### config.mk
export PLATFORM = sky130hd
export DESIGN_NAME = tx_overhead_alarm_control
export DESIGN_NICKNAME = d
export VERILOG_FILES = /design/src/pkg/tx_ovh_pkg.sv /design/src/logic/tx_overhead_alarm_control.sv
export VERILOG_INCLUDE_DIRS = /design/src /design/src/pkg
export SDC_FILE = /design/constraint.sdc
export NUM_CORES = 1
export LEC_CHECK = 0
export ABC_AREA = 0
export BUFFER_PORTS_ARGS = -buffer_cell sky130_fd_sc_hd__buf_2
export CORE_ASPECT_RATIO = 1.75
export CORE_MARGIN = 3
export CORE_UTILIZATION = 43
export CTS_CLUSTER_DIAMETER = 40
export CTS_CLUSTER_SIZE = 10
export DETAILED_ROUTE_END_ITERATION = 10
export HOLD_SLACK_MARGIN = 0.1
export MAX_ROUTING_LAYER = met4
export PLACE_DENSITY = 0.72
export RECOVER_POWER = 100
export SYNTH_ARGS = -nofsm -noshare
export SYNTH_HDL_FRONTEND = slang
export SYNTH_SLANG_ARGS = --single-unit
### constraint.sdc
create_clock -name core_clk_in -period 3 [get_ports core_clk_in]
set_input_delay 0.15 -clock core_clk_in [delete_from_list [all_inputs] [get_ports core_clk_in]]
set_output_delay 0.15 -clock core_clk_in [all_outputs]
set_load 0.1 [all_outputs]
### src/pkg/tx_ovh_params.svh
// Offsets, field positions, reset values and codes of the transmit format control block
`ifndef TX_OVH_PARAMS_SVH
`define TX_OVH_PARAMS_SVH

// ****************************************
// Register indexes and byte addresses
// ****************************************
`define TXF_CTRL_INDEX 8'h01
`define TXF_CTRL_ADDR 8'h04
`define TXF_PAT_ADDR 8'h10

// ****************************************
// Control register fields
// ****************************************
`define TXF_EXT_OVH_BIT 15
`define TXF_FEBE_ZERO_BIT 14
`define TXF_FEBE_ONES_BIT 13
`define TXF_ERRSEL_HI 12
`define TXF_ERRSEL_LO 10
`define TXF_ALARM_HI 9
`define TXF_ALARM_LO 4
`define TXF_OVH_HI 3
`define TXF_OVH_LO 0

// ****************************************
// Reset values
// ****************************************
`define TXF_CTRL_RESET 16'h0000
`define TXF_PAT_RESET 8'h00

// ****************************************
// Error select codes
// ****************************************
`define TXF_ERR_NONE 3'h0
`define TXF_ERR_B1 3'h1
`define TXF_ERR_B2_HI 3'h2
`define TXF_ERR_B2_MID 3'h3
`define TXF_ERR_B2_LO 3'h4
`define TXF_ERR_B3 3'h5
`define TXF_ERR_NONE2 3'h6
`define TXF_ERR_B2_ALL 3'h7

// ****************************************
// PHY type codes
// ****************************************
`define TXF_PHY_DS3 3'h2
`define TXF_PHY_E3_751 3'h3
`define TXF_PHY_E3_832 3'h4
`define TXF_PHY_E4 3'h5
`define TXF_PHY_STS1 3'h6
`define TXF_PHY_STS3C 3'h7

`endif

### src/pkg/tx_ovh_pkg.sv
// Types shared by the transmit format control block
package tx_ovh_pkg;

  // Classic Wishbone request from the master
  typedef struct packed {
    logic cyc;
    logic stb;
    logic we;
    logic [7:0] adr;
    logic [3:0] sel;
    logic [31:0] dat;
  } wb_req_s;

  // Framing class derived from the PHY configuration
  typedef enum logic [7:0] {
    MODE_53_PLAIN = 8'b0000_0001,
    MODE_53_DS3 = 8'b0000_0010,
    MODE_57_EXT = 8'b0000_0100,
    MODE_57_DS3 = 8'b0000_1000,
    MODE_57_E3 = 8'b0001_0000,
    MODE_G832 = 8'b0010_0000,
    MODE_STS1 = 8'b0100_0000,
    MODE_STS3C = 8'b1000_0000
  } phy_mode_e;

  // Alarms sent toward the far end
  typedef struct packed {
    logic line_ais;
    logic line_ferf;
    logic path_yellow;
    logic path_ferf;
    logic path_ais;
    logic spe_uneq;
    logic plcp_yellow;
    logic xbit_yellow;
    logic abit_yellow;
    logic idle_code;
    logic ais;
    logic ma_timing;
    logic ma_ferf;
  } alarm_s;

  // Overhead generators switched off
  typedef struct packed {
    logic framing;
    logic b1;
    logic c1;
    logic trailer;
    logic em;
    logic ma;
    logic bip;
    logic pointer;
    logic c1c2;
  } ovh_dis_s;

  // Inversion masks for the BIP fields
  typedef struct packed {
    logic [7:0] b1;
    logic [23:0] b2;
    logic [7:0] b3;
  } err_mask_s;

endpackage

### src/logic/tx_overhead_alarm_control.sv
// Transmit format and alarm control register with mode decode for the line framer
//
// Contract
// External overhead enable in SONET and E4 modes
// All-zeros bit forces far-end block error zero
// All-ones bit forces far-end block error ones unless the all-zeros bit is also set
// Far-end block error forcing works in every mode
// Error pattern bits invert selected BIP field
// Code 001 B1 always, 101 B3 SONET
// Codes 010/011 B2 high octets, 100 low
// Code 111 all B2, 000/110 nothing
// Error select field updated after insertion
// Alarm field zero sends no alarm
// STS-3c bit 4 sends line AIS
// Overhead bits zero keep internal generation
// Overhead bit meaning depends on PHY mode
// PLCP bits: framing, B1, C1, trailer
// SONET alarm bits four to nine mapped
// Internal 57-octet DS3 alarm bits mapped
// Alarm sent while its bit stays set
//
// Local design decision: the Wishbone slave port.
`timescale 1ns/1ps
`default_nettype none
`include "tx_ovh_params.svh"

module tx_overhead_alarm_control
  import tx_ovh_pkg::*;
(
  // Clock and reset
  input wire logic core_clk_in,
  input wire logic nrst_in,
  // Wishbone slave
  input wire wb_req_s wb_in,
  output logic [31:0] wb_dat_out,
  output logic wb_ack_out,
  // PHY configuration
  input wire logic [2:0] phy_type_in,
  input wire logic hec_align_in,
  input wire logic ext_framer_in,
  // Framer handshake
  input wire logic ins_done_in,
  // Framer controls
  output logic ext_ovh_en_out,
  output logic febe_zero_out,
  output logic febe_ones_out,
  output var err_mask_s err_mask_out,
  output var alarm_s alarm_out,
  output var ovh_dis_s ovh_dis_out
);

  // ****************************************
  // Reset release
  // ****************************************
  logic rst_meta_reg;
  logic rst_n_reg;

  always_ff @(posedge core_clk_in or negedge nrst_in) begin
    if (!nrst_in) begin
      rst_meta_reg <= 1'b0;
      rst_n_reg <= 1'b0;
    end else begin
      rst_meta_reg <= 1'b1;
      rst_n_reg <= rst_meta_reg;
    end
  end

  // ****************************************
  // Mode decode
  // ****************************************
  function automatic phy_mode_e mode_of(input logic [2:0] phy, input logic hec,
                                        input logic ext);
    phy_mode_e m;
    m = MODE_53_PLAIN;
    case (phy)
      `TXF_PHY_DS3: m = hec ? (ext ? MODE_53_PLAIN : MODE_53_DS3)
                            : (ext ? MODE_57_EXT : MODE_57_DS3);
      `TXF_PHY_E3_751: m = ext ? MODE_57_EXT : MODE_57_E3;
      `TXF_PHY_E3_832: m = MODE_G832;
      `TXF_PHY_E4: m = MODE_G832;
      `TXF_PHY_STS1: m = MODE_STS1;
      `TXF_PHY_STS3C: m = MODE_STS3C;
      default: m = hec ? MODE_53_PLAIN : MODE_57_EXT;
    endcase
    return m;
  endfunction

  function automatic logic is_sonet(input phy_mode_e m);
    return (m == MODE_STS1) || (m == MODE_STS3C);
  endfunction

  function automatic logic is_plcp(input phy_mode_e m);
    return (m == MODE_57_EXT) || (m == MODE_57_DS3) || (m == MODE_57_E3);
  endfunction

  phy_mode_e mode;
  assign mode = mode_of(phy_type_in, hec_align_in, ext_framer_in);

  // ****************************************
  // Register bus and storage
  // ****************************************
  logic [15:0] ctrl_reg;
  logic [15:0] ctrl_next;
  logic [7:0] pat_reg;
  logic [7:0] pat_next;
  logic ack_reg;
  logic ack_next;
  logic [31:0] rdata_reg;
  logic [31:0] rdata_next;
  logic req;
  logic wr_now;

  assign req = wb_in.cyc & wb_in.stb;
  assign wr_now = req & wb_in.we & ack_reg;

  always_comb begin
    ctrl_next = ctrl_reg;
    pat_next = pat_reg;
    ack_next = req & ~ack_reg;
    rdata_next = 32'h0000_0000;
    if (ins_done_in && ctrl_reg[`TXF_ERRSEL_HI:`TXF_ERRSEL_LO] != `TXF_ERR_NONE) begin
      ctrl_next[`TXF_ERRSEL_HI:`TXF_ERRSEL_LO] = `TXF_ERR_NONE;
    end
    if (wr_now && wb_in.adr == `TXF_CTRL_ADDR) begin
      if (wb_in.sel[0]) begin
        ctrl_next[7:0] = wb_in.dat[7:0];
      end
      if (wb_in.sel[1]) begin
        ctrl_next[15:8] = wb_in.dat[15:8];
      end
    end
    if (wr_now && wb_in.adr == `TXF_PAT_ADDR && wb_in.sel[0]) begin
      pat_next = wb_in.dat[7:0];
    end
    if (req && !ack_reg && !wb_in.we) begin
      case (wb_in.adr)
        `TXF_CTRL_ADDR: rdata_next = {16'h0000, ctrl_reg};
        `TXF_PAT_ADDR: rdata_next = {24'h00_0000, pat_reg};
        default: rdata_next = 32'h0000_0000;
      endcase
    end
  end

  always_ff @(posedge core_clk_in or negedge rst_n_reg) begin
    if (!rst_n_reg) begin
      ctrl_reg <= `TXF_CTRL_RESET;
      pat_reg <= `TXF_PAT_RESET;
      ack_reg <= 1'b0;
      rdata_reg <= 32'h0000_0000;
    end else begin
      ctrl_reg <= ctrl_next;
      pat_reg <= pat_next;
      ack_reg <= ack_next;
      rdata_reg <= rdata_next;
    end
  end

  assign wb_ack_out = ack_reg;
  assign wb_dat_out = rdata_reg;

  // ****************************************
  // Framer control decode
  // ****************************************
  logic [2:0] errsel;
  logic [5:0] alm;
  logic [3:0] ovh;
  logic ext_ovh_next;
  logic febe_zero_next;
  logic febe_ones_next;
  err_mask_s mask_next;
  alarm_s alarm_next;
  ovh_dis_s ovh_next;
  logic ext_ovh_reg;
  logic febe_zero_reg;
  logic febe_ones_reg;
  err_mask_s mask_reg;
  alarm_s alarm_reg;
  ovh_dis_s ovh_reg;

  assign errsel = ctrl_reg[`TXF_ERRSEL_HI:`TXF_ERRSEL_LO];
  assign alm = ctrl_reg[`TXF_ALARM_HI:`TXF_ALARM_LO];
  assign ovh = ctrl_reg[`TXF_OVH_HI:`TXF_OVH_LO];

  always_comb begin
    ext_ovh_next = ctrl_reg[`TXF_EXT_OVH_BIT] &
                   (is_sonet(mode) | (phy_type_in == `TXF_PHY_E4));
    febe_zero_next = ctrl_reg[`TXF_FEBE_ZERO_BIT];
    febe_ones_next = ctrl_reg[`TXF_FEBE_ONES_BIT] & ~ctrl_reg[`TXF_FEBE_ZERO_BIT];
    mask_next = '0;
    case (errsel)
      `TXF_ERR_B1: mask_next.b1 = pat_reg;
      `TXF_ERR_B2_HI: mask_next.b2[23:16] = (mode == MODE_STS3C) ? pat_reg : 8'h00;
      `TXF_ERR_B2_MID: mask_next.b2[15:8] = (mode == MODE_STS3C) ? pat_reg : 8'h00;
      `TXF_ERR_B2_LO: mask_next.b2[7:0] = is_sonet(mode) ? pat_reg : 8'h00;
      `TXF_ERR_B3: mask_next.b3 = is_sonet(mode) ? pat_reg : 8'h00;
      `TXF_ERR_B2_ALL: mask_next.b2 = (mode == MODE_STS3C) ? {3{pat_reg}} : 24'h00_0000;
      default: mask_next = '0;
    endcase
    alarm_next = '0;
    case (mode)
      MODE_STS1, MODE_STS3C: begin
        alarm_next.line_ais = alm[0];
        alarm_next.line_ferf = alm[1];
        alarm_next.path_yellow = alm[2];
        alarm_next.path_ferf = alm[3];
        alarm_next.path_ais = alm[4];
        alarm_next.spe_uneq = alm[5];
      end
      MODE_57_EXT: alarm_next.plcp_yellow = alm[3];
      MODE_57_DS3: begin
        alarm_next.plcp_yellow = alm[3];
        alarm_next.xbit_yellow = alm[2];
        alarm_next.idle_code = alm[1];
        alarm_next.ais = alm[0];
      end
      MODE_57_E3: begin
        alarm_next.plcp_yellow = alm[3];
        alarm_next.abit_yellow = alm[2];
        alarm_next.ais = alm[0];
      end
      MODE_G832: begin
        alarm_next.ma_timing = alm[2];
        alarm_next.ma_ferf = alm[1];
        alarm_next.ais = alm[0];
      end
      MODE_53_DS3: begin
        alarm_next.xbit_yellow = alm[2];
        alarm_next.idle_code = alm[1];
        alarm_next.ais = alm[0];
      end
      default: alarm_next = '0;
    endcase
    ovh_next = '0;
    if (is_plcp(mode)) begin
      ovh_next.framing = ovh[3];
      ovh_next.b1 = ovh[2];
      ovh_next.c1 = ovh[1];
      ovh_next.trailer = ovh[0];
    end else if (mode == MODE_G832) begin
      ovh_next.framing = ovh[3];
      ovh_next.em = ovh[2];
      ovh_next.ma = ovh[1];
    end else if (is_sonet(mode)) begin
      ovh_next.framing = ovh[3];
      ovh_next.bip = ovh[2];
      ovh_next.pointer = ovh[1];
      ovh_next.c1c2 = ovh[0];
    end
  end

  always_ff @(posedge core_clk_in or negedge rst_n_reg) begin
    if (!rst_n_reg) begin
      ext_ovh_reg <= 1'b0;
      febe_zero_reg <= 1'b0;
      febe_ones_reg <= 1'b0;
      mask_reg <= '0;
      alarm_reg <= '0;
      ovh_reg <= '0;
    end else begin
      ext_ovh_reg <= ext_ovh_next;
      febe_zero_reg <= febe_zero_next;
      febe_ones_reg <= febe_ones_next;
      mask_reg <= mask_next;
      alarm_reg <= alarm_next;
      ovh_reg <= ovh_next;
    end
  end

  assign ext_ovh_en_out = ext_ovh_reg;
  assign febe_zero_out = febe_zero_reg;
  assign febe_ones_out = febe_ones_reg;
  assign err_mask_out = mask_reg;
  assign alarm_out = alarm_reg;
  assign ovh_dis_out = ovh_reg;

  // ****************************************
  // Checks
  // ****************************************
  a_ack_single_pulse: assert property (@(posedge core_clk_in) disable iff (!rst_n_reg)
    wb_ack_out |=> !wb_ack_out)
    else $error("ack held two cycles");

  a_ext_ovh_mode: assert property (@(posedge core_clk_in) disable iff (!rst_n_reg)
    ext_ovh_en_out |-> $past(ctrl_reg[`TXF_EXT_OVH_BIT]) && $past(phy_type_in) >= `TXF_PHY_E4)
    else $error("external overhead outside SONET or E4");

  a_febe_forcing: assert property (@(posedge core_clk_in) disable iff (!rst_n_reg)
    ctrl_reg[`TXF_FEBE_ZERO_BIT] ##1 ctrl_reg[`TXF_FEBE_ZERO_BIT] |-> febe_zero_out && !febe_ones_out)
    else $error("far-end error forcing wrong");

  a_febe_ones: assert property (@(posedge core_clk_in) disable iff (!rst_n_reg)
    ctrl_reg[`TXF_FEBE_ONES_BIT] && !ctrl_reg[`TXF_FEBE_ZERO_BIT] |=> febe_ones_out)
    else $error("all-ones forcing missing");

  a_b1_mask: assert property (@(posedge core_clk_in) disable iff (!rst_n_reg)
    errsel == `TXF_ERR_B1 |=> err_mask_out.b1 == $past(pat_reg) && err_mask_out.b3 == 8'h00)
    else $error("B1 mask wrong");

  a_b2_mode_gate: assert property (@(posedge core_clk_in) disable iff (!rst_n_reg)
    mode != MODE_STS3C |=> err_mask_out.b2[23:8] == 16'h0000)
    else $error("B2 high octets errored outside STS-3c");

  a_no_err_codes: assert property (@(posedge core_clk_in) disable iff (!rst_n_reg)
    errsel == `TXF_ERR_NONE || errsel == `TXF_ERR_NONE2 |=> err_mask_out == '0)
    else $error("error inserted for idle code");

  a_errsel_clear: assert property (@(posedge core_clk_in) disable iff (!rst_n_reg)
    ins_done_in && !wr_now && errsel != `TXF_ERR_NONE |=> errsel == `TXF_ERR_NONE ##1
    err_mask_out == '0)
    else $error("error select not updated after insertion");

  a_alarm_idle: assert property (@(posedge core_clk_in) disable iff (!rst_n_reg)
    alm == 6'h00 [*2] |-> alarm_out == '0)
    else $error("alarm sent with field clear");

  a_line_ais: assert property (@(posedge core_clk_in) disable iff (!rst_n_reg)
    mode == MODE_STS3C && alm[0] |=> alarm_out.line_ais)
    else $error("line AIS missing in STS-3c");

  a_plcp_ovh: assert property (@(posedge core_clk_in) disable iff (!rst_n_reg)
    is_plcp(mode) |=> ovh_dis_out.b1 == $past(ovh[2]) && ovh_dis_out.bip == 1'b0)
    else $error("PLCP overhead disable wrong");

endmodule // tx_overhead_alarm_control
`default_nettype wire

==> results of run 1 <==
==> cell usage in the layout, fill, tap and decap left out, drive strengths merged <==
cell type and instances:
clkbuf 98, xor2 1, nor3b 1, conb 17, nand4 4, nand2b 1, nand2 4, and2 56
and4 1, buf 34, and3b 1, o211a 1, a21oi 2, nand3 3, inv 2, dfrtp 108
mux2 24, or2 1, dlygate4sd3 21, and3 11, clkinv 3, and4bb 1, nor2 16, a22oi 8
nor4 1, o21a 2, nor2b 6, and4b 1
==> what timing repair did <==
| item | 4_1_cts | 5_1_grt |
|---|---|---|
| gates resized for setup | 0 | 0 |
| endpoints found under the hold margin | 28 | 0 |
| setup buffers | 0 | 0 |
| hold buffers | 21 | 0 |
==> worst min-delay path: cells and delay by family <==
kind	cells	cell delay (ps)
simple gates	1	60
buf+inv	1	110
compound gates	1	100
==> cells in the mapped netlist <==
| library cell | n |
|---|---|
| nor4_4 | 1 |
| clkbuf_1 | 3 |
| buf_1 | 2 |
| o21a_1 | 2 |
| and4bb_2 | 1 |
| dfrtp_1 | 108 |
| and4b_1 | 1 |
| xor2_1 | 1 |
| inv_1 | 1 |
| nand3_1 | 3 |
| nor2_1 | 16 |
| nor2b_1 | 6 |
| nand2_1 | 4 |
| and3_1 | 11 |
| o211a_1 | 1 |
| a21oi_1 | 2 |
| and3b_1 | 1 |
| nor3b_1 | 1 |
| and4_2 | 1 |
| nand4_1 | 1 |
| nand4_2 | 3 |
| mux2_2 | 24 |
| a22oi_1 | 8 |
| conb_1 | 2 |
| or2_2 | 1 |
| buf_4 | 16 |
| and2_1 | 56 |
| nand2b_1 | 1 |
==> where the power goes <==
group | internal (uW) | leakage [uW] | switching, uW | total [uW]
Clock | 635 | 0.000149 | 502 | 1140
Combinational | 42.2 | 0.000822 | 144 | 186
Sequential | 1460 | 0.00150 | 12.9 | 1470
==> metal layers <==
layer / GRT usage / share of wire
met1: 0.185 / 0.35
met2: 0.323 / 0.56
met3: 0.0369 / 0.059
met4: 0.0807 / 0.024
met5: - / 0
==> logic make-up (layout without fill, tap and decap cells) <==
logic type / count (synthesis) / count (layout) / synth area share
AO/OA/AOI/OAI: 13 / 13 / 0.0244
XOR/XNOR: 1 / 1 / 0.00225
buffers and inverters: 22 / 158 / 0.0366
flip-flops: 108 / 108 / 0.693
multiplexers: 24 / 24 / 0.0693
other: 2 / 17 / 0.00193
AND/OR/NAND/NOR: 108 / 108 / 0.173
==> final cells by class <==
cell class              instances  area (um^2)  share of cell area
flip-flops and latches        108         2700               0.545
multi-input cells             163         1090               0.220
repair buffers                141          721               0.145
clock buffers                  12          267              0.0537
well taps                     117          146              0.0295
clock inverters                 4         31.3             0.00630
inverters                       1         3.75            0.000756
==> path summary, 6_finish.rpt <==
kind	endpoint	slack, ps	depth (start not counted)
worst max-delay path	pat_reg[3]	1180	5
worst min-delay path	ovh_dis_out[8]	110	3
worst max register to register	ovh_dis_out[8]	1200	1
worst min register to register	rst_n_reg	360	0
max in group asynchronous	ovh_dis_out[8]	1200	1
min in group asynchronous	rst_meta_reg	120	2
==> through the flow <==
step,hold slack (ps),setup WS (ps),cells,util
floorplan,-146,1050,293,-
global placement,-64.9,1400,509,0.522
detailed placement,-63.8,1380,509,0.522
CTS,104,1360,546,0.580
global route,131,866,546,0.565
finish,113,1180,546,0.565
==> impl_results.md, run 1 <==
* Run status: finished, violations left
* Failing checks: max-capacitance violations, max-slew violations
* Worst path max stage delay at approximately 520 ps
* Core Area at roughly 9000 um^2
* Worst setup path start: wb_in[45]
* DRC at 0
* DRT iter0 DRCs at approximately 170
* CTS clk-pin slew, worst paths at roughly 60 ps
* Post-route clock period utilization at 0.606
* Final setup fails at 0
* Routed len/inst at ~16 um
* Layout fillers at ~800
* Die width at a little under 80 um
* Antenna Violating Nets Remaining at 0
* Vias in the first global route at ~2.7k
* Endpoint class of the critical path: flip-flop
* Hold WC Path Type: in2reg
* Pwr Density at around 560 nW/um^2
* GR Overflow Total at 0
* Post-Synthesis Cell Area at just under 4000 um^2
* Ranking of synthesized cells by area: dfrtp_1 69%, and2_1 9.0%, mux2_2 6.9%
* Initial core utilization at 0.444
* Cells after synthesis at 278
* Fmax at 550 MHz
* Via count at about 2.6k
* Fin nets at about 480
* Die Footprint at between 10,000 and 15,000 um^2
* H-tree level count at 3
* First-pass GRT wire length at about 14 mm
* Layout cell share with drive strength beyond 1 at 0.177
* Final estimated routing congestion in global placement at approximately 0.77
* Peak supply drop at between 0.0002 and 0.0003 V
* Total Wirelength at roughly 8.6 mm
* Largest net degree at the start of global routing at 65
* Worst r2r src: rst_n_reg
* Cells along the critical path: dlygate4sd3_1 > clkbuf_1 > and4bb_1 > nand4_1 > mux2_2
* Diodes inserted at 0
* WP buf/inv at 2
* Clock root cell: clkbuf_16
* Area leader, netlist: dfrtp_1
* Cell Rows at 45
* Yosys warnings at 0
* Post-Route Skew at approximately 5.8 ps
* Synth cell types at 28
* Tmin final at about 1800 ps
* Initial antenna violation count at 0
* # IOs at between 150 and 200
* Fin area at ~5000 um^2
* RSZ-0062 raised after global routing: no
* Syn_area_per_cell at between 10 and 15 um^2
* Setup TNS at 0 ps
* Total GRT Usage at 0.180
* Crit Path Max Fanout at 8
* CTS tree: yes
* Initial DRT Pass Iterations at 4
* Worst Tran Pin Value at 1740 ps
* CP Launch Type: primary input
* Max FFs per register at 40
* CP arrival at 2040 ps
* Fin. Hold Viols at 0
* Placement Cell Area at approximately 4600 um^2
* Port bufs at between 100 and 150
* Max clock buf depth at 2
* Critical path's top delay family: simple AND/OR/NAND/NOR gates
* Crit path kind: in2reg
* Chip height at 132 um
* Synthesis-to-layout area growth at 27.2%
* FF+latch count, synth at around 110
* Max-cap violations at 1
* Max transition margin at -0.161
* Yosys top cell area share at 0.693
* Sequential fraction of the synthesis area at 0.693
* CTS sink cnt at ~110
* Fin. max-slew vios at 43
* CTS buffer count at 9
* DP HPWL at ~6.3 mm
* Slowest cell on crit path: dlygate4sd3_1
* Vias per cell at between 4 and 5
* Total power at 2790 uW
* Leak pwr at approximately 0.0025 uW
* Hold_sp: hec_align_in
* Later-pin clock latency in the skew report at about 340 ps
* Req. time, crit path at between 3000 and 4000 ps
No activity file was read; power rests on OpenSTA's default activity.
==> run 2: changes to the inputs <==
--- a/config.mk
+++ b/config.mk
@@ -10,13 +10,13 @@
 export BUFFER_PORTS_ARGS = -buffer_cell sky130_fd_sc_hd__buf_2
 export CORE_ASPECT_RATIO = 1.75
 export CORE_MARGIN = 3
-export CORE_UTILIZATION = 43
+export CORE_UTILIZATION = 48
 export CTS_CLUSTER_DIAMETER = 40
 export CTS_CLUSTER_SIZE = 10
 export DETAILED_ROUTE_END_ITERATION = 10
 export HOLD_SLACK_MARGIN = 0.1
 export MAX_ROUTING_LAYER = met4
-export PLACE_DENSITY = 0.72
+export PLACE_DENSITY = 0.76
 export RECOVER_POWER = 100
 export SYNTH_ARGS = -nofsm -noshare
 export SYNTH_HDL_FRONTEND = slang
==> constraint.sdc (replaced) <==
create_clock -name core_clk_in -period 1.7 [get_ports core_clk_in]
set_input_delay 0.085 -clock core_clk_in [delete_from_list [all_inputs] [get_ports core_clk_in]]
set_output_delay 0.085 -clock core_clk_in [all_outputs]
set_load 0.1 [all_outputs]
==> run 2 against run 1 <==
The flow now finishes without violations. Combinational power is 82% higher. Worst hold slack worse by 2.6 ps. Clock-buffer cell count is 1 higher.
==> impl_results.md, run 2 (synthesis results as in run 1) <==
* CTS clk-pin slew, worst paths at 70 ps
* Worst setup margin at ~110 ps
* Fmax at about 630 MHz
* Chip height at between 100 and 150 um
* Crit Path Max Fanout at 4
* # IOs at around 150
* Fin. max-slew vios at 0
* Crit path kind: in2reg
* Max FFs per register at 40
* GR Layer Usage met2 at 0.345
* Clock root cell: clkbuf_16
* Initial DRT Pass Iterations at 4
* Die Footprint at 9290 um^2
* Final estimated routing congestion in global placement at slightly above 0.8
* Die width at 74.1 um
* Hold WC Path Type: in2reg
* Max transition margin at 0.495
* Met3 Resource Use GR at 0.0402
* Dpl ws at about 200 ps
* CP Launch Type: primary input
* CTS sink cnt at approximately 110
* CP arrival at between 1500 and 2000 ps
* RSZ-0062 raised after global routing: no
* Largest net degree at the start of global routing at 32
* Tmin final at approximately 1600 ps
* Routed len/inst at 15.6 um
* Setup TNS at 0 ps
* Most frequent cells in the layout: 106 x dfrtp_1, 85 x clkbuf_2, 33 x buf_2
* Max-cap violations at 0
* Peak supply drop at between 0.0005 and 0.0006 V
* Total GRT Usage at 0.196
* Met1 usage at 0.205
* DRC at 0
* Busiest grt layer: met2
* Post-route clock period utilization at 0.933
* Worst Tran Pin Value at approximately 760 ps
* First-pass GRT wire length at around 13 mm
* Leading cell type in the layout, fill and taps excluded: dfrtp_1
* CTS buffer count at 9
* Max clock buf depth at 2
* Via count at ~2.6k
* DP HPWL at between 6 and 7 mm
* Vias per cell at 4.86
* Initial antenna violation count at 0
* Post-Route Skew at between 3 and 4 ps
* DRT iter0 DRCs at about 180
* Layout cell share with drive strength beyond 1 at 0.379
* Synthesis-to-layout area growth at 30.4%
* Req. time, crit path at around 2000 ps
* Port bufs at 118
* Pwr Density at approximately 960 nW/um^2
* Initial core utilization at 0.505
* GR Overflow Total at 0
* # Post-CTS Setup Buffers at 0
* Total Wirelength at approximately 8.2 mm
* Vias in the first global route at ~2.6k
* CTS tree: yes
* Later-pin clock latency in the skew report at 330 ps
* Final setup fails at 0
* CTS-repair resized insts at 0
* Core Area at 7720 um^2
* Antenna Violating Nets Remaining at 0
* Endpoint class of the critical path: flip-flop
* Fin. Hold Viols at 0
* Diodes inserted at 0
* Cell Rows at 42
* H-tree level count at 3
* Run status: complete, no violations
* Fin nets at 488
* Leak pwr at 0.00282 uW
## run 2: cell types whose count changed in the layout (fill, tap and decap cells not counted), moves of 16 or more
cell / before / now
and2_0: 45 / 29
and2_1: 11 / 27
clkbuf_2: 0 / 85
clkbuf_1: 86 / 8
## run 2: area by class of cell
| cell class | count | area [um^2] |
|---|---|---|
| repair buffers | 150 | 865 |
| multi-input cells | 163 | 1110 |
| fillers | 574 | 2640 |
| clock inverters | 3 | 20.0 |
| inverters | 1 | 3.75 |
| clock buffers | 13 | 270 |
| well taps | 88 | 110 |
| flip-flops and latches | 108 | 2710 |
## run 2: what timing repair did
action / in CTS / in global routing
endpoints found under the setup margin: 0 / 0
hold endpoints to repair: 32 / 0
hold buffers: 24 / 0
## run 2: power by group
| part | switching, uW | internal, uW |
|---|---|---|
| logic | 261 | 77.2 |
| clock network | 836 | 1110 |
| registers | 16.8 | 2580 |
## run 2: layer usage
| layer | wire length [um] | part of all wire |
|---|---|---|
| met1 | 2850 | 0.35 |
| met2 | 4720 | 0.58 |
| met3 | 445 | 0.054 |
| met4 | 172 | 0.021 |
| met5 | 0 | 0 |
## run 2: stage by stage
stage,total power (uW),area [um^2],util,std cells,hold WS (ps)
floorplan,2880,3960,-,293,-211
global placement,2950,4610,0.597,486,-129
detailed placement,2950,4610,0.597,486,-125
CTS,4930,5140,0.665,526,107
global route,5050,5090,0.658,526,137
finish,4880,5090,0.658,526,110
## run 2: critical path, cell delays in order
cell	delay, ps
dlygate4sd3_1	530
buf_2	120
nor3b_1	390
nand2_1	100
nor2_1	90
dlygate4sd3_1	550
## run 2: final timing paths
| check | from | end | slack [ps] | depth (start not counted) |
|---|---|---|---|---|
| hold reg to reg | rst_n_reg | ovh_dis_out[0] | 260 | 0 |
| setup reg to reg | ctrl_reg[11] | err_mask_out[14] | 190 | 4 |
| max in group asynchronous | rst_n_reg | wb_ack_out | 410 | 1 |
| min in group asynchronous | rst_n_reg | ovh_dis_out[0] | 260 | 0 |
| hold / removal | ins_done_in | ctrl_reg[10] | 110 | 3 |
| setup / recovery | ext_framer_in | alarm_out[5] | 110 | 6 |
